===== src/fsh_pkg.sv =====
package fsh_pkg;
	// wishbone register byte offsets
	localparam logic [4:0] REG_CTRL = 5'h00;
	localparam logic [4:0] REG_ADDR = 5'h04;
	localparam logic [4:0] REG_WDATA = 5'h08;
	localparam logic [4:0] REG_RDATA = 5'h0c;
	localparam logic [4:0] REG_STATUS = 5'h10;
	// control and status register fields
	localparam int CTRL_OP_LSB = 0;
	localparam int CTRL_DIE_BIT = 8;
	localparam int STAT_BUSY_BIT = 0;
	localparam int STAT_READY_BIT = 1;
	// operation codes
	localparam logic [2:0] OP_ARRAY_RD = 3'h1;
	localparam logic [2:0] OP_CMD_WR = 3'h2;
	localparam logic [2:0] OP_ERASE = 3'h3;
	localparam logic [2:0] OP_DIE_RD = 3'h4;
	localparam logic [2:0] OP_RESET = 3'h5;
	// flash address layout
	localparam int ADDR_W = 27;
	localparam int DATA_W = 16;
	localparam int DIE_BIT = 26;
	localparam int SECTOR_LSB = 16;
	// flash command words
	localparam logic [10:0] UNLOCK1_ADDR = 11'h555;
	localparam logic [10:0] UNLOCK2_ADDR = 11'h2aa;
	localparam logic [15:0] UNLOCK1_DATA = 16'h00aa;
	localparam logic [15:0] UNLOCK2_DATA = 16'h0055;
	localparam logic [15:0] ERASE_SETUP = 16'h0080;
	localparam logic [15:0] SECTOR_ERASE = 16'h0030;
	localparam logic [2:0] ERASE_LAST_STEP = 3'h5;
	// identification word offsets from a die base
	localparam logic [7:0] ID_MAKER = 8'h00;
	localparam logic [7:0] ID_PART1 = 8'h01;
	localparam logic [7:0] ID_LOCK = 8'h02;
	localparam logic [7:0] ID_SECURE = 8'h03;
	localparam logic [7:0] ID_PART2 = 8'h0e;
	localparam logic [7:0] ID_PART3 = 8'h0f;
	// timing
	localparam int CLK_NS = 25;
	localparam int ACC_NS = 110;
	localparam int WP_NS = 50;
	localparam int RP_NS = 200;
	localparam int RPH_NS = 35000;
	localparam int SYNC_CYC = 2;
	localparam logic [11:0] ACC_CYC = 12'((ACC_NS + CLK_NS - 1) / CLK_NS);
	localparam logic [11:0] WP_CYC = 12'((WP_NS + CLK_NS - 1) / CLK_NS);
	localparam logic [11:0] RP_CYC = 12'((RP_NS + CLK_NS - 1) / CLK_NS);
	localparam logic [11:0] RPH_CYC = 12'((RPH_NS + CLK_NS - 1) / CLK_NS);
	localparam logic [11:0] RD_CYC = 12'(ACC_CYC + 12'(SYNC_CYC));

	typedef enum logic [5:0] {
		ST_IDLE = 6'h01,
		ST_SETUP = 6'h02,
		ST_PULSE = 6'h04,
		ST_HOLD = 6'h08,
		ST_RST_LO = 6'h10,
		ST_RST_REC = 6'h20
	} fsh_state_type;

	typedef struct packed {
		fsh_state_type state;
		logic [2:0] op;
		logic die;
		logic [2:0] step;
		logic [11:0] cnt;
		logic [ADDR_W-1:0] addr;
		logic [DATA_W-1:0] wdata;
		logic [DATA_W-1:0] rdata;
		logic [DATA_W-1:0] dq_s1;
		logic [DATA_W-1:0] dq_s2;
		logic rdy_s1;
		logic rdy_s2;
		logic ack;
		logic [31:0] wb_dat;
		logic [ADDR_W-1:0] fl_addr;
		logic [DATA_W-1:0] fl_dq;
		logic fl_dq_oe_n;
		logic fl_ce_n;
		logic fl_oe_n;
		logic fl_we_n;
		logic fl_reset_n;
	} fsh_regs_type;
endpackage


===== src/fsh_ctrl.sv =====
`timescale 1ns/1ps
`default_nettype none
// Summary of operation
// - host adds die base offset, zero or die bit set, to commands
// - sector erase is six writes to the chosen die ending 30h at sector
// - both unlock writes carry the die bit of the intended die
// - command address arguments are steered to the die by die bit
// - response reads such as status or id also carry the die bit
module fsh_ctrl (
	input wire logic clk_i,
	input wire logic rst_i,
	input wire logic wb_cyc_i,
	input wire logic wb_stb_i,
	input wire logic wb_we_i,
	input wire logic [4:0] wb_adr_i,
	input wire logic [3:0] wb_sel_i,
	input wire logic [31:0] wb_dat_i,
	output logic [31:0] wb_dat_o,
	output logic wb_ack_o,
	output logic [26:0] fl_addr_o,
	output logic [15:0] fl_dq_o,
	output logic fl_dq_oe_n_o,
	input wire logic [15:0] fl_dq_i,
	output logic fl_ce_n_o,
	output logic fl_oe_n_o,
	output logic fl_we_n_o,
	output logic fl_reset_n_o,
	input wire logic fl_ready_i
);
	fsh_pkg::fsh_regs_type s_ff, nxt_s;

	////////////////////////////////////////////////////////////////////////
	always_comb begin
		logic req;
		logic is_wr;
		logic [26:0] die_addr;
		logic [26:0] cur_addr;
		logic [15:0] cur_data;
		req = 1'b0;
		is_wr = 1'b0;
		die_addr = '0;
		cur_addr = '0;
		cur_data = '0;
		nxt_s = s_ff;
		// pins cross in through two flops before use
		nxt_s.dq_s1 = fl_dq_i;
		nxt_s.dq_s2 = s_ff.dq_s1;
		nxt_s.rdy_s1 = fl_ready_i;
		nxt_s.rdy_s2 = s_ff.rdy_s1;
		nxt_s.ack = 1'b0;
		req = wb_cyc_i && wb_stb_i && !s_ff.ack;

		// die base offset replaces the top address bit
		die_addr = {s_ff.die, s_ff.addr[25:0]};
		is_wr = (s_ff.op == fsh_pkg::OP_CMD_WR) ||
			(s_ff.op == fsh_pkg::OP_ERASE);
		unique case (s_ff.op)
		fsh_pkg::OP_ARRAY_RD: begin
			cur_addr = s_ff.addr;
		end
		fsh_pkg::OP_ERASE: begin
			unique case (s_ff.step)
			3'h0, 3'h3: begin
				cur_addr = {s_ff.die, 15'h0000, fsh_pkg::UNLOCK1_ADDR};
				cur_data = fsh_pkg::UNLOCK1_DATA;
			end
			3'h1, 3'h4: begin
				cur_addr = {s_ff.die, 15'h0000, fsh_pkg::UNLOCK2_ADDR};
				cur_data = fsh_pkg::UNLOCK2_DATA;
			end
			3'h2: begin
				cur_addr = {s_ff.die, 15'h0000, fsh_pkg::UNLOCK1_ADDR};
				cur_data = fsh_pkg::ERASE_SETUP;
			end
			default: begin
				// sector base: low sixteen word bits cleared
				cur_addr = {die_addr[26:16], 16'h0000};
				cur_data = fsh_pkg::SECTOR_ERASE;
			end
			endcase
		end
		default: begin
			// single command write or response read on one die
			cur_addr = die_addr;
			cur_data = s_ff.wdata;
		end
		endcase

		// register slave, one wait state per access
		if (req) begin
			nxt_s.ack = 1'b1;
			nxt_s.wb_dat = '0;
			unique case (wb_adr_i)
			fsh_pkg::REG_CTRL: begin
				nxt_s.wb_dat[fsh_pkg::CTRL_OP_LSB +: 3] = s_ff.op;
				nxt_s.wb_dat[fsh_pkg::CTRL_DIE_BIT] = s_ff.die;
			end
			fsh_pkg::REG_ADDR: nxt_s.wb_dat[26:0] = s_ff.addr;
			fsh_pkg::REG_WDATA: nxt_s.wb_dat[15:0] = s_ff.wdata;
			fsh_pkg::REG_RDATA: nxt_s.wb_dat[15:0] = s_ff.rdata;
			fsh_pkg::REG_STATUS: begin
				nxt_s.wb_dat[fsh_pkg::STAT_BUSY_BIT] =
					(s_ff.state != fsh_pkg::ST_IDLE);
				nxt_s.wb_dat[fsh_pkg::STAT_READY_BIT] = s_ff.rdy_s2;
			end
			default: nxt_s.wb_dat = '0;
			endcase
			// setup registers are locked while an operation runs
			if (wb_we_i && s_ff.state == fsh_pkg::ST_IDLE) begin
				if (wb_adr_i == fsh_pkg::REG_ADDR)
					nxt_s.addr = wb_dat_i[26:0];
				if (wb_adr_i == fsh_pkg::REG_WDATA)
					nxt_s.wdata = wb_dat_i[15:0];
				if (wb_adr_i == fsh_pkg::REG_CTRL) begin
					nxt_s.op = wb_dat_i[fsh_pkg::CTRL_OP_LSB +: 3];
					nxt_s.die = wb_dat_i[fsh_pkg::CTRL_DIE_BIT];
					nxt_s.step = 3'h0;
					if (wb_dat_i[2:0] == fsh_pkg::OP_RESET) begin
						nxt_s.state = fsh_pkg::ST_RST_LO;
						nxt_s.fl_reset_n = 1'b0;
						nxt_s.cnt = 12'(fsh_pkg::RP_CYC - 12'h001);
					end else if (wb_dat_i[2:0] >= fsh_pkg::OP_ARRAY_RD &&
						wb_dat_i[2:0] <= fsh_pkg::OP_DIE_RD) begin
						nxt_s.state = fsh_pkg::ST_SETUP;
					end
				end
			end
		end

		////////////////////////////////////////////////////////////////////
		unique case (s_ff.state)
		fsh_pkg::ST_IDLE: begin
			// address stays put while idle so the flash may sleep
			nxt_s.fl_ce_n = 1'b1;
		end
		fsh_pkg::ST_SETUP: begin
			// one shared select: the die bit alone picks the die
			nxt_s.fl_addr = cur_addr;
			nxt_s.fl_ce_n = 1'b0;
			nxt_s.state = fsh_pkg::ST_PULSE;
			if (is_wr) begin
				nxt_s.fl_dq = cur_data;
				nxt_s.fl_dq_oe_n = 1'b0;
				nxt_s.fl_we_n = 1'b0;
				nxt_s.cnt = 12'(fsh_pkg::WP_CYC - 12'h001);
			end else begin
				// host releases data so only one die drives it
				nxt_s.fl_dq_oe_n = 1'b1;
				nxt_s.fl_oe_n = 1'b0;
				// two extra cycles cover the input synchroniser
				nxt_s.cnt = 12'(fsh_pkg::RD_CYC - 12'h001);
			end
		end
		fsh_pkg::ST_PULSE: begin
			if (s_ff.cnt == 12'h000) begin
				if (!is_wr)
					nxt_s.rdata = s_ff.dq_s2;
				nxt_s.fl_we_n = 1'b1;
				nxt_s.fl_oe_n = 1'b1;
				nxt_s.state = fsh_pkg::ST_HOLD;
			end else begin
				nxt_s.cnt = 12'(s_ff.cnt - 12'h001);
			end
		end
		fsh_pkg::ST_HOLD: begin
			// data held one cycle past the rising write strobe
			nxt_s.fl_ce_n = 1'b1;
			nxt_s.fl_dq_oe_n = 1'b1;
			if (s_ff.op == fsh_pkg::OP_ERASE &&
				s_ff.step != fsh_pkg::ERASE_LAST_STEP) begin
				nxt_s.step = 3'(s_ff.step + 3'h1);
				nxt_s.state = fsh_pkg::ST_SETUP;
			end else begin
				nxt_s.state = fsh_pkg::ST_IDLE;
			end
		end
		fsh_pkg::ST_RST_LO: begin
			if (s_ff.cnt == 12'h000) begin
				nxt_s.fl_reset_n = 1'b1;
				nxt_s.cnt = 12'(fsh_pkg::RPH_CYC - 12'h001);
				nxt_s.state = fsh_pkg::ST_RST_REC;
			end else begin
				nxt_s.cnt = 12'(s_ff.cnt - 12'h001);
			end
		end
		fsh_pkg::ST_RST_REC: begin
			// no access until the recovery interval has run out
			if (s_ff.cnt == 12'h000)
				nxt_s.state = fsh_pkg::ST_IDLE;
			else
				nxt_s.cnt = 12'(s_ff.cnt - 12'h001);
		end
		default: nxt_s.state = fsh_pkg::ST_IDLE;
		endcase
	end

	////////////////////////////////////////////////////////////////////////
	always_ff @(posedge clk_i) begin
		if (rst_i) begin
			s_ff <= '{state: fsh_pkg::ST_IDLE, op: 3'h0, die: 1'b0,
				step: 3'h0, cnt: 12'h000, addr: 27'h0000000,
				wdata: 16'h0000, rdata: 16'h0000, dq_s1: 16'h0000,
				dq_s2: 16'h0000, rdy_s1: 1'b0, rdy_s2: 1'b0, ack: 1'b0,
				wb_dat: 32'h00000000, fl_addr: 27'h0000000,
				fl_dq: 16'h0000, fl_dq_oe_n: 1'b1, fl_ce_n: 1'b1,
				fl_oe_n: 1'b1, fl_we_n: 1'b1, fl_reset_n: 1'b1};
		end else begin
			s_ff <= nxt_s;
		end
	end

	assign wb_dat_o = s_ff.wb_dat;
	assign wb_ack_o = s_ff.ack;
	assign fl_addr_o = s_ff.fl_addr;
	assign fl_dq_o = s_ff.fl_dq;
	assign fl_dq_oe_n_o = s_ff.fl_dq_oe_n;
	assign fl_ce_n_o = s_ff.fl_ce_n;
	assign fl_oe_n_o = s_ff.fl_oe_n;
	assign fl_we_n_o = s_ff.fl_we_n;
	assign fl_reset_n_o = s_ff.fl_reset_n;
endmodule
`default_nettype wire


===== config.mk =====
export PLATFORM = sky130hd
export DESIGN_NAME = fsh_ctrl
export DESIGN_NICKNAME = d
export VERILOG_FILES = /design/src/fsh_pkg.sv /design/src/fsh_ctrl.sv
export SDC_FILE = /design/constraint.sdc
export NUM_CORES = 1
export LEC_CHECK = 0
export ABC_AREA = 0
export BUFFER_PORTS_ARGS = -buffer_cell sky130_fd_sc_hd__buf_2
export CORE_MARGIN = 10
export CORE_UTILIZATION = 34
export DETAILED_ROUTE_END_ITERATION = 8
export PLACE_DENSITY = 0.58
export SLEW_MARGIN = 15
export SYNTH_ARGS = -nofsm -noshare
export SYNTH_HDL_FRONTEND = slang
export SYNTH_SLANG_ARGS = --single-unit
export TNS_END_PERCENT = 1

===== constraint.sdc =====
create_clock -name clk_i -period 3.1 [get_ports clk_i]
set_clock_uncertainty 0.1 [all_clocks]
set_input_delay 0.62 -clock clk_i [delete_from_list [all_inputs] [get_ports clk_i]]
set_output_delay 0.62 -clock clk_i [all_outputs]
set_load 0.05 [all_outputs]

==> flow_summary.ini, run 1 <==
[floorplan]
die_height_um = 175
io_pins = 144
num_rows = 56
die-area_um2 = 30700
coreArea_um2 = 23500
initial_core_util_pct = 34.8
die_x_um = 175

[yosys]
yosysTopAreaCell = dfxtp_1
synthCells = 933
ys.flop_type = dfxtp_1
ys_seq_elements = 194
synth-edff-count = 0
async_flop_share_pct = 0
ys_types = 59
ys_seq_area_share_pct = 47.5
syn_area_um2 = 8180
synthTopCellsByArea = dfxtp_1 47%, buf_4 7.0%, nand2_1 5.6%
synth_warnings = 0
synth_top_area_share_pct = 47.5
synth_area_per_cell_um2 = 8.77

[timing]
period_needed_ps = 2680
fmax_mhz = 374
hold_viol_final = 0
slew_violations = 0
tightest_slew_ps = 796
post-route-period-util_pct = 86.3
maxSlewHeadroom_pct = 46.9
setup_tns_ps = 0
setup_viol = 0
rsz0062_at_grt = no

[grt]
grt_pass1_vias = 6033
antenna_found_initial = 2
track_usage_pct = 14.1
grt_pass1_wl_um = 34500
grt_max_degree = 72
grt_overflow_total = 0

[clock_tree]
cts_root_buf = clkbuf_16
cts_buffers = 17
cts_resized = 0
hold_buffers = 0
clk_transition_reported_paths_ps = 80
cts_tree = built
h-tree-depth = 4
clock_latency_ps = 430
cts_sinks = 194
postCtsSetupRepairBufs = 0
clk_path_buf_depth = 2

[setup_path]
cp.required_ps = 3300
cp_data_arrival_time_ps = 2870
cp-start-kind = flop
critPathKind = reg -> reg
path_max_fanout = 16
worstSetupEndpointType = flop

[cells_and_area]
seq_area_um2 = 3880
fillers = 2417
antenna_cells = 0
multiInputGateArea_um2 = 3460
area_growth_syn_to_layout_pct = 12.3
drive_above_1_share_pct = 20.7
final_core_util_pct = 39.0
layout.nets = 1038

[pwr]
combPwrFrac_pct = 3.4
power.share.clock_pct = 44.9
pwr-share-seq_pct = 51.7
vdd_drop_max_mv = 0.298
p_sw_mw = 1.22
p_per_area_nw_per_um2 = 531
swShare_pct = 24.9
leakage_nw = 3.66
p_int_mw = 3.66

[placement]
hpwl_um = 16300
port_buffers = 129
gp_congestion = 0.867

[detailed_routing]
wl_per_cell_um = 17.1
drt_wl_total_um = 22200
highest_layer = met5
wl_met3_um = 1210
wl_met1_um = 11000
vias = 6339
wl_met2_um = 9620
drt_iter0_drc = 489
ant_nets = 0
dr.pass1.iters = 5
avgViaCountPerCell = 4.87
drc = 0

[worst_hold_path]
hold_class = in -> reg

[outcome]
outcome = finished clean

[run]
drv_cap = 0
==> per-stage QoR <==
step                      cell area [µm²]  hold slack (ps)  instances  setup slack [ps]  total power [mW]
after detailed placement             8590              322       1269               446              2.74
after global placement               8590              319       1269               410              2.74
after floorplan                      8200              314        937               775              2.67
after global routing                 9190              277       1301               203              5.04
final                                9190              287       1301               425              4.87
after CTS                            9190              268       1301               415              4.93
==> routing by layer <==
metal | global-route usage, % | vias to the layer above
li1 | - | 3204
met1 | 19.3 | 2931
met2 | 21.1 | 177
met3 | 3.77 | 23
met4 | 4.56 | 4
met5 | 0 | -
==> worst paths after layout <==
check | slack [ps] | from | cells past startpoint | to
worst max register to register | 420 | s_ff[174] | 8 | s_ff[128]
worst max-delay path | 420 | s_ff[174] | 8 | s_ff[128]
worst min-delay path | 290 | fl_dq_i[7] | 2 | nxt_s[90]
worst min register to register | 330 | nxt_s[83] | 1 | s_ff[83]
==> cell usage in the layout (no fill, tap or decap), types with 5 or more instances in the layout <==
cell / n
a211oi_1: 7
a21oi_1: 70
a22oi_1: 38
a311oi_1: 8
a31oi_1: 6
buf_2: 128
buf_4: 16
clkbuf_16: 17
conb_1: 5
dfxtp_1: 194
ha_1: 6
inv_1: 12
mux2_2: 14
mux2i_1: 33
nand2_1: 122
nand3_1: 24
nand3b_1: 7
nor2_1: 106
nor2b_1: 39
nor3_1: 13
o211ai_1: 8
o21ai_0: 24
or3_1: 8
==> worst max-delay path: stages (launching register included) <==
cell	delay [ps]
dfxtp_1	350
inv_1	70
ha_1	220
or3b_1	460
nor4_2	460
nor3b_2	250
buf_4	330
mux2i_1	230
nor2_1	50
==> power by group through the flow <==
| stage | logic, mW | clock network (mW) | registers [mW] |
|---|---|---|---|
| floorplan | 0.0966 | 0 | 2.58 |
| global placement | 0.167 | 0 | 2.58 |
| detailed placement | 0.167 | 0 | 2.58 |
| CTS | 0.167 | 2.25 | 2.52 |
| global route | 0.182 | 2.34 | 2.52 |
| finish | 0.167 | 2.19 | 2.52 |
==> synthesized netlist by cell type (all sizes together) (2+ instances only) <==
cell type and number:
a31oi 6, nand3b 7, o22ai 4, xor2 2, mux4 3, buf 86, nand2b 4, inv 12
nor4 7, or3 8, clkbuf 47, or2 2, nand4 5, nor2 107, mux2 14, nor3 13
o21ai 27, o211ai 8, nor2b 39, nand3 24, nand2 122, a2111oi 2, a311oi 9, a22oi 38
and3b 3, a211oi 7, mux2i 33, and2 3, and3 4, and4 2, dfxtp 194, a21oi 70
ha 6
==> state kept, by name, indices dropped and copies added, names as in the netlist <==
name	flops
wb_dat_o	27
fl_dq_oe_n_o	1
fl_oe_n_o	1
fl_we_n_o	1
fl_dq_o	16
nxt_s	17
fl_ce_n_o	1
wb_ack_o	1
s_ff	101
fl_addr_o	27
fl_reset_n_o	1
==> final cells by class <==
cell class / count / share of cell area [%]
Multi-Input combinational cell: 598 / 37.7
Tap cell: 319 / 4.34
Sequential cell: 194 / 42.3
Clock buffer: 18 / 4.67
Clock inverter: 14 / 1.78
Timing Repair Buffer: 146 / 8.72
Inverter: 12 / 0.490
==> cell families after synthesis <==
family                     count (synthesis)  share of synthesized area [%]
buffers and inverters                    145                           10.4
xor gates and xnor gates                   3                          0.321
AOI/OAI and AO/OA                        179                           13.7
other                                      1                         0.0458
adders and majority gates                  6                          0.918
DFF                                      194                           47.5
and+or+nand+nor                          355                           20.3
muxes                                     50                           6.79
Power figures use the tool's default switching activity.
==> inputs of run 2 (changes only) <==
Settings changed: CTS_BUF_LIST set to sky130_fd_sc_hd__clkbuf_4.
==> run 2 against run 1 <==
Against the previous run:
- sequential share of layout area grew 1.4 points
- routed wire length is essentially flat
- worst hold slack lost 170 ps
- clock power shrank 37%
- non-clock buffer count is the same
- first-iteration DRC count shrank 1.2%
- sequential cell count is the same
- register-to-register slack lost 20 ps
- fmax shrank 0.68%
- largest power group unchanged
==> flow_summary.ini, run 2 (synthesized netlist as in run 1, its figures left out) <==
[floorplan]
coreArea_um2 = 23500
die-area_um2 = 30700
io_pins = 144
die_height_um = 175
initial_core_util_pct = 34.8
num_rows = 56
die_x_um = 175

[setup_path]
critPathKind = reg -> reg
crit_slowest_cell = nor4_2
worstSetupEndpointType = flop
cp.required_ps = 3470
crit_chain = inv_1 > ha_1 > or3b_1 > nor4_2 > nor3b_2 > buf_4 > mux2i_1 > nor2_1
crit_buf_inv = 2
slowest_delay_ps = 470
cp-start-kind = flop
cp_data_arrival_time_ps = 3060
cp_top_family = simple AND/OR/NAND/NOR gates
path_max_fanout = 16

[placement]
gp_congestion = 0.867
hpwl_um = 16300
port_buffers = 129
place_area_um2 = 8590
placedCellCount = 1269

[detailed_routing]
avgViaCountPerCell = 4.91
vias = 6390
drt_iter0_drc = 483
drt_wl_total_um = 22200
wl_per_cell_um = 17.0
ant_nets = 0
drc = 0
dr.pass1.iters = 5

[grt]
grt_max_degree = 72
grt_overflow_total = 0
grt_pass1_wl_um = 34400
track_usage_pct = 14.1
grt_pass1_vias = 6003
antenna_found_initial = 3

[clock_tree]
cts_sinks = 194
clk_path_buf_depth = 2
postCtsSetupRepairBufs = 0
hold_buffers = 0
cts_resized = 0
h-tree-depth = 4
clock_latency_ps = 590
clk_transition_reported_paths_ps = 190
cts_buffers = 17
cts_root_buf = clkbuf_4
cts_tree = built

[timing]
period_needed_ps = 2690
setup_viol = 0
fmax_mhz = 371
slew_violations = 0
rsz0062_at_grt = no
setup_tns_ps = 0
post-route-period-util_pct = 86.9
hold_viol_final = 0
maxSlewHeadroom_pct = 45.8
tightest_slew_ps = 812

[cells_and_area]
fin_cells = 1302
drive_above_1_share_pct = 20.8
fillers = 2453
final_area_um2 = 8890
layout.nets = 1038
final_common_cell = dfxtp_1
most-common-layout-cells = 194 x dfxtp_1, 128 x buf_2, 122 x nand2_1
largest_reg_flops = 101
top_register = s_ff
seq_area_um2 = 3880
multiInputGateArea_um2 = 3460
area_growth_syn_to_layout_pct = 8.72

[run]
drv_cap = 0

[outcome]
outcome = finished clean

[worst_hold_path]
hold_class = in -> reg

[pwr]
leakage_nw = 3.53
vdd_drop_max_mv = 0.225
p_per_area_nw_per_um2 = 459
run 2: cell count changes in the layout (fill, tap and decap cells not counted):
cell and change:
clkbuf_1 -1, clkbuf_4 +18, clkbuf_16 -17, diode_2 +1
run 2: final timing paths:
check        cells past startpoint         to  slack (ps)        from
max                              8  s_ff[116]         410   s_ff[174]
min                              2  nxt_s[90]         110  fl_dq_i[7]
max reg2reg                      8  s_ff[116]         410   s_ff[174]
min reg2reg                      1   s_ff[83]         330   nxt_s[83]
run 2: worst register-to-register path, delay by kind of cell (launching register included):
| kind | cells | cell delay [ps] |
|---|---|---|
| adder cells (fa/ha/maj) | 1 | 220 |
| multiplexers | 1 | 240 |
| buffers and inverters | 2 | 410 |
| flip-flops | 1 | 390 |
| AND/OR/NAND/NOR | 4 | 1240 |
run 2: layer usage:
layer	part of all wire (%)	routed length (µm)	vias up	track usage [%]
met3	6.5	1450	24	3.90
met4	1.6	363	4	4.45
met5	0.12	27	-	0
met2	43	9540	193	20.9
li1	-	-	3210	-
met1	49	10800	2959	19.3
run 2: area by class of cell:
class | count | area share, %
Inverter | 12 | 0.506
Clock inverter | 14 | 1.84
Tap cell | 319 | 4.49
Timing Repair Buffer | 146 | 9.00
Clock buffer | 18 | 1.52
Sequential cell | 194 | 43.7
Multi-Input combinational cell | 598 | 39.0
Antenna cell | 1 | 0.0281
run 2: stage by stage:
stage	hold slack [ps]	setup slack, ps	utilization (%)	power (mW)
after floorplan	314	775	-	2.67
after global placement	319	410	36.5	2.74
after detailed placement	322	446	36.5	2.74
after CTS	59.4	404	37.8	4.14
after global routing	59.0	202	37.8	4.25
final	114	406	37.8	4.09
run 2: where the power goes:
part | internal, mW | switching (mW) | total (mW)
sequential | 2.52 | 0.00710 | 2.53
clock | 0.389 | 1.01 | 1.39
combinational | 0.0557 | 0.111 | 0.167
total | 2.96 | 1.12 | 4.09
==> inputs of run 3 (changes only) <==
Settings changed: PLACE_DENSITY 0.58 to 0.6.
Clock period 3.1 ns to 2.3 ns, I/O delays scaled along.
==> run 3 against run 2 <==
Against the previous run:
- fmax increased by 20%
- die area unchanged
- sequential cell count unchanged
- routed wire length increased by 3.6%
- cell count increased by 6.1%
- critical path depth increased by 1
- total power increased by 41%
- cell area increased by 9.4%
- highest routed layer unchanged
==> flow_summary.ini, run 3 (synthesized netlist as in run 1, its figures left out) <==
[cells_and_area]
area_growth_syn_to_layout_pct = 18.9
most-common-layout-cells = 192 x dfxtp_1, 128 x buf_2, 122 x nand2_1
drive_above_1_share_pct = 23.6
largest_reg_flops = 101
top_register = s_ff
final_area_um2 = 9730
layout.nets = 1117
final_common_cell = dfxtp_1

[timing]
final.setup.worst_slack_ps = 53.2
setup_tns_ps = 0
post-route-period-util_pct = 97.7
hold_viol_final = 0
setup_viol = 0
fmax_mhz = 445
whs_ps = 41.0
slew_violations = 0
maxSlewHeadroom_pct = 21.9
rsz0062_at_grt = yes
period_needed_ps = 2250
tightest_slew_ps = 1170

[floorplan]
initial_core_util_pct = 34.8
io_pins = 144
coreArea_um2 = 23500
num_rows = 56
die_height_um = 175
die_x_um = 175
die-area_um2 = 30700

[detailed_routing]
avgViaCountPerCell = 4.89
vias = 6752
drt_wl_total_um = 23000
ant_nets = 0
drc = 0
wl_per_cell_um = 16.6
drt_iter0_drc = 637
dr.pass1.iters = 5

[pwr]
p_int_mw = 4.10
combPwrFrac_pct = 4.9
p_per_area_nw_per_um2 = 591
swShare_pct = 28.6
p_total_mw = 5.75
p_sw_mw = 1.64
power.share.clock_pct = 35.9
vdd_drop_max_mv = 0.314
pwr-share-seq_pct = 59.2
leakage_nw = 3.93

[setup_path]
crit_slowest_cell = or3b_4
cp.required_ps = 2700
cp_data_arrival_time_ps = 2650
worstSetupEndpointType = flop
critPathKind = reg -> reg
cp_top_family = simple AND/OR/NAND/NOR gates
slowest_delay_ps = 400
crit_chain = inv_2 > ha_4 > or3b_4 > nor4_4 > nor3b_4 > buf_12 > buf_12 > mux2i_2 > nor2_1
path_max_fanout = 8
crit_top_cell = buf_12
crit_buf_inv = 3
cp-start-kind = flop

[grt]
grt_pass1_wl_um = 35200
grt_pass1_vias = 6266
use_met2_pct = 21.5
antenna_found_initial = 6
grt_use_met3_pct = 3.97
grt_busiest_layer = met2
grt_overflow_total = 0
groute.layer.met1.usage_pct = 19.3
track_usage_pct = 14.4
grt_max_degree = 61

[clock_tree]
clk_path_buf_depth = 2
clk_transition_reported_paths_ps = 190
cts_tree = built
cts_buffers = 17
h-tree-depth = 4
clock_latency_ps = 620
cts_sinks = 194
cts_root_buf = clkbuf_4

[placement]
place_area_um2 = 8830
port_buffers = 129
gp_congestion = 0.855
place_ws_ps = -224
hpwl_um = 16700

[worst_hold_path]
hold_class = in -> reg

[outcome]
outcome = finished clean

[run]
drv_cap = 0
## run 3: through the flow
| step | instances | util [%] |
|---|---|---|
| 2_1_floorplan | 937 | - |
| 3_3_place_gp | 1300 | 37.5 |
| 3_5_place_dp | 1300 | 37.5 |
| 4_1_cts | 1377 | 40.9 |
| 5_1_grt | 1382 | 41.3 |
| 6_report | 1382 | 41.3 |
## run 3: power by group through the flow
stage | clock network, mW | logic [mW] | registers [mW]
floorplan | 0 | 0.130 | 3.47
global placement | 0 | 0.224 | 3.47
detailed placement | 0 | 0.224 | 3.47
CTS | 2.13 | 0.279 | 3.41
global route | 2.27 | 0.304 | 3.41
finish | 2.06 | 0.281 | 3.40
## run 3: path summary, 6_finish.rpt
path	from	end	slack, ps	cells past startpoint
worst max-delay path	s_ff[175]	s_ff[117]	50	9
worst min-delay path	wb_dat_i[1]	s_ff[148]	40	3
worst max register to register	s_ff[175]	s_ff[117]	50	9
worst min register to register	nxt_s[86]	s_ff[86]	350	1
## run 3: what timing repair did
item / 4_1_cts / 5_1_grt
pin swaps: 1 / 3
hold buffers: 42 / 0
hold endpoints to repair: 55 / 0
resized for setup: 2 / 11
endpoints found under the setup margin: 17 / 22
cloned: 0 / 1
setup buffers: 3 / 2
## run 3: tightest hold or removal path: stages
cell and delay, ps:
buf_2 150, nand2_1 70, a21oi_1 50
## run 3: per-layer routing
metal	vias up	share of wire, %	wire length [µm]
met4	6	2.3	535
met3	40	6.9	1580
met5	-	0.17	39
li1	3366	-	-
met2	215	44	10100
met1	3125	47	10700
## run 3: area by class of cell
cell class / instances / area [µm²]
Antenna cell: 2 / 5.00
Clock buffer: 17 / 128
Clock inverter: 15 / 220
Fill cell: 2394 / 13800
Inverter: 12 / 45.0
Multi-Input combinational cell: 598 / 3510
Sequential cell: 194 / 3890
Tap cell: 319 / 399
Timing Repair Buffer: 225 / 1540
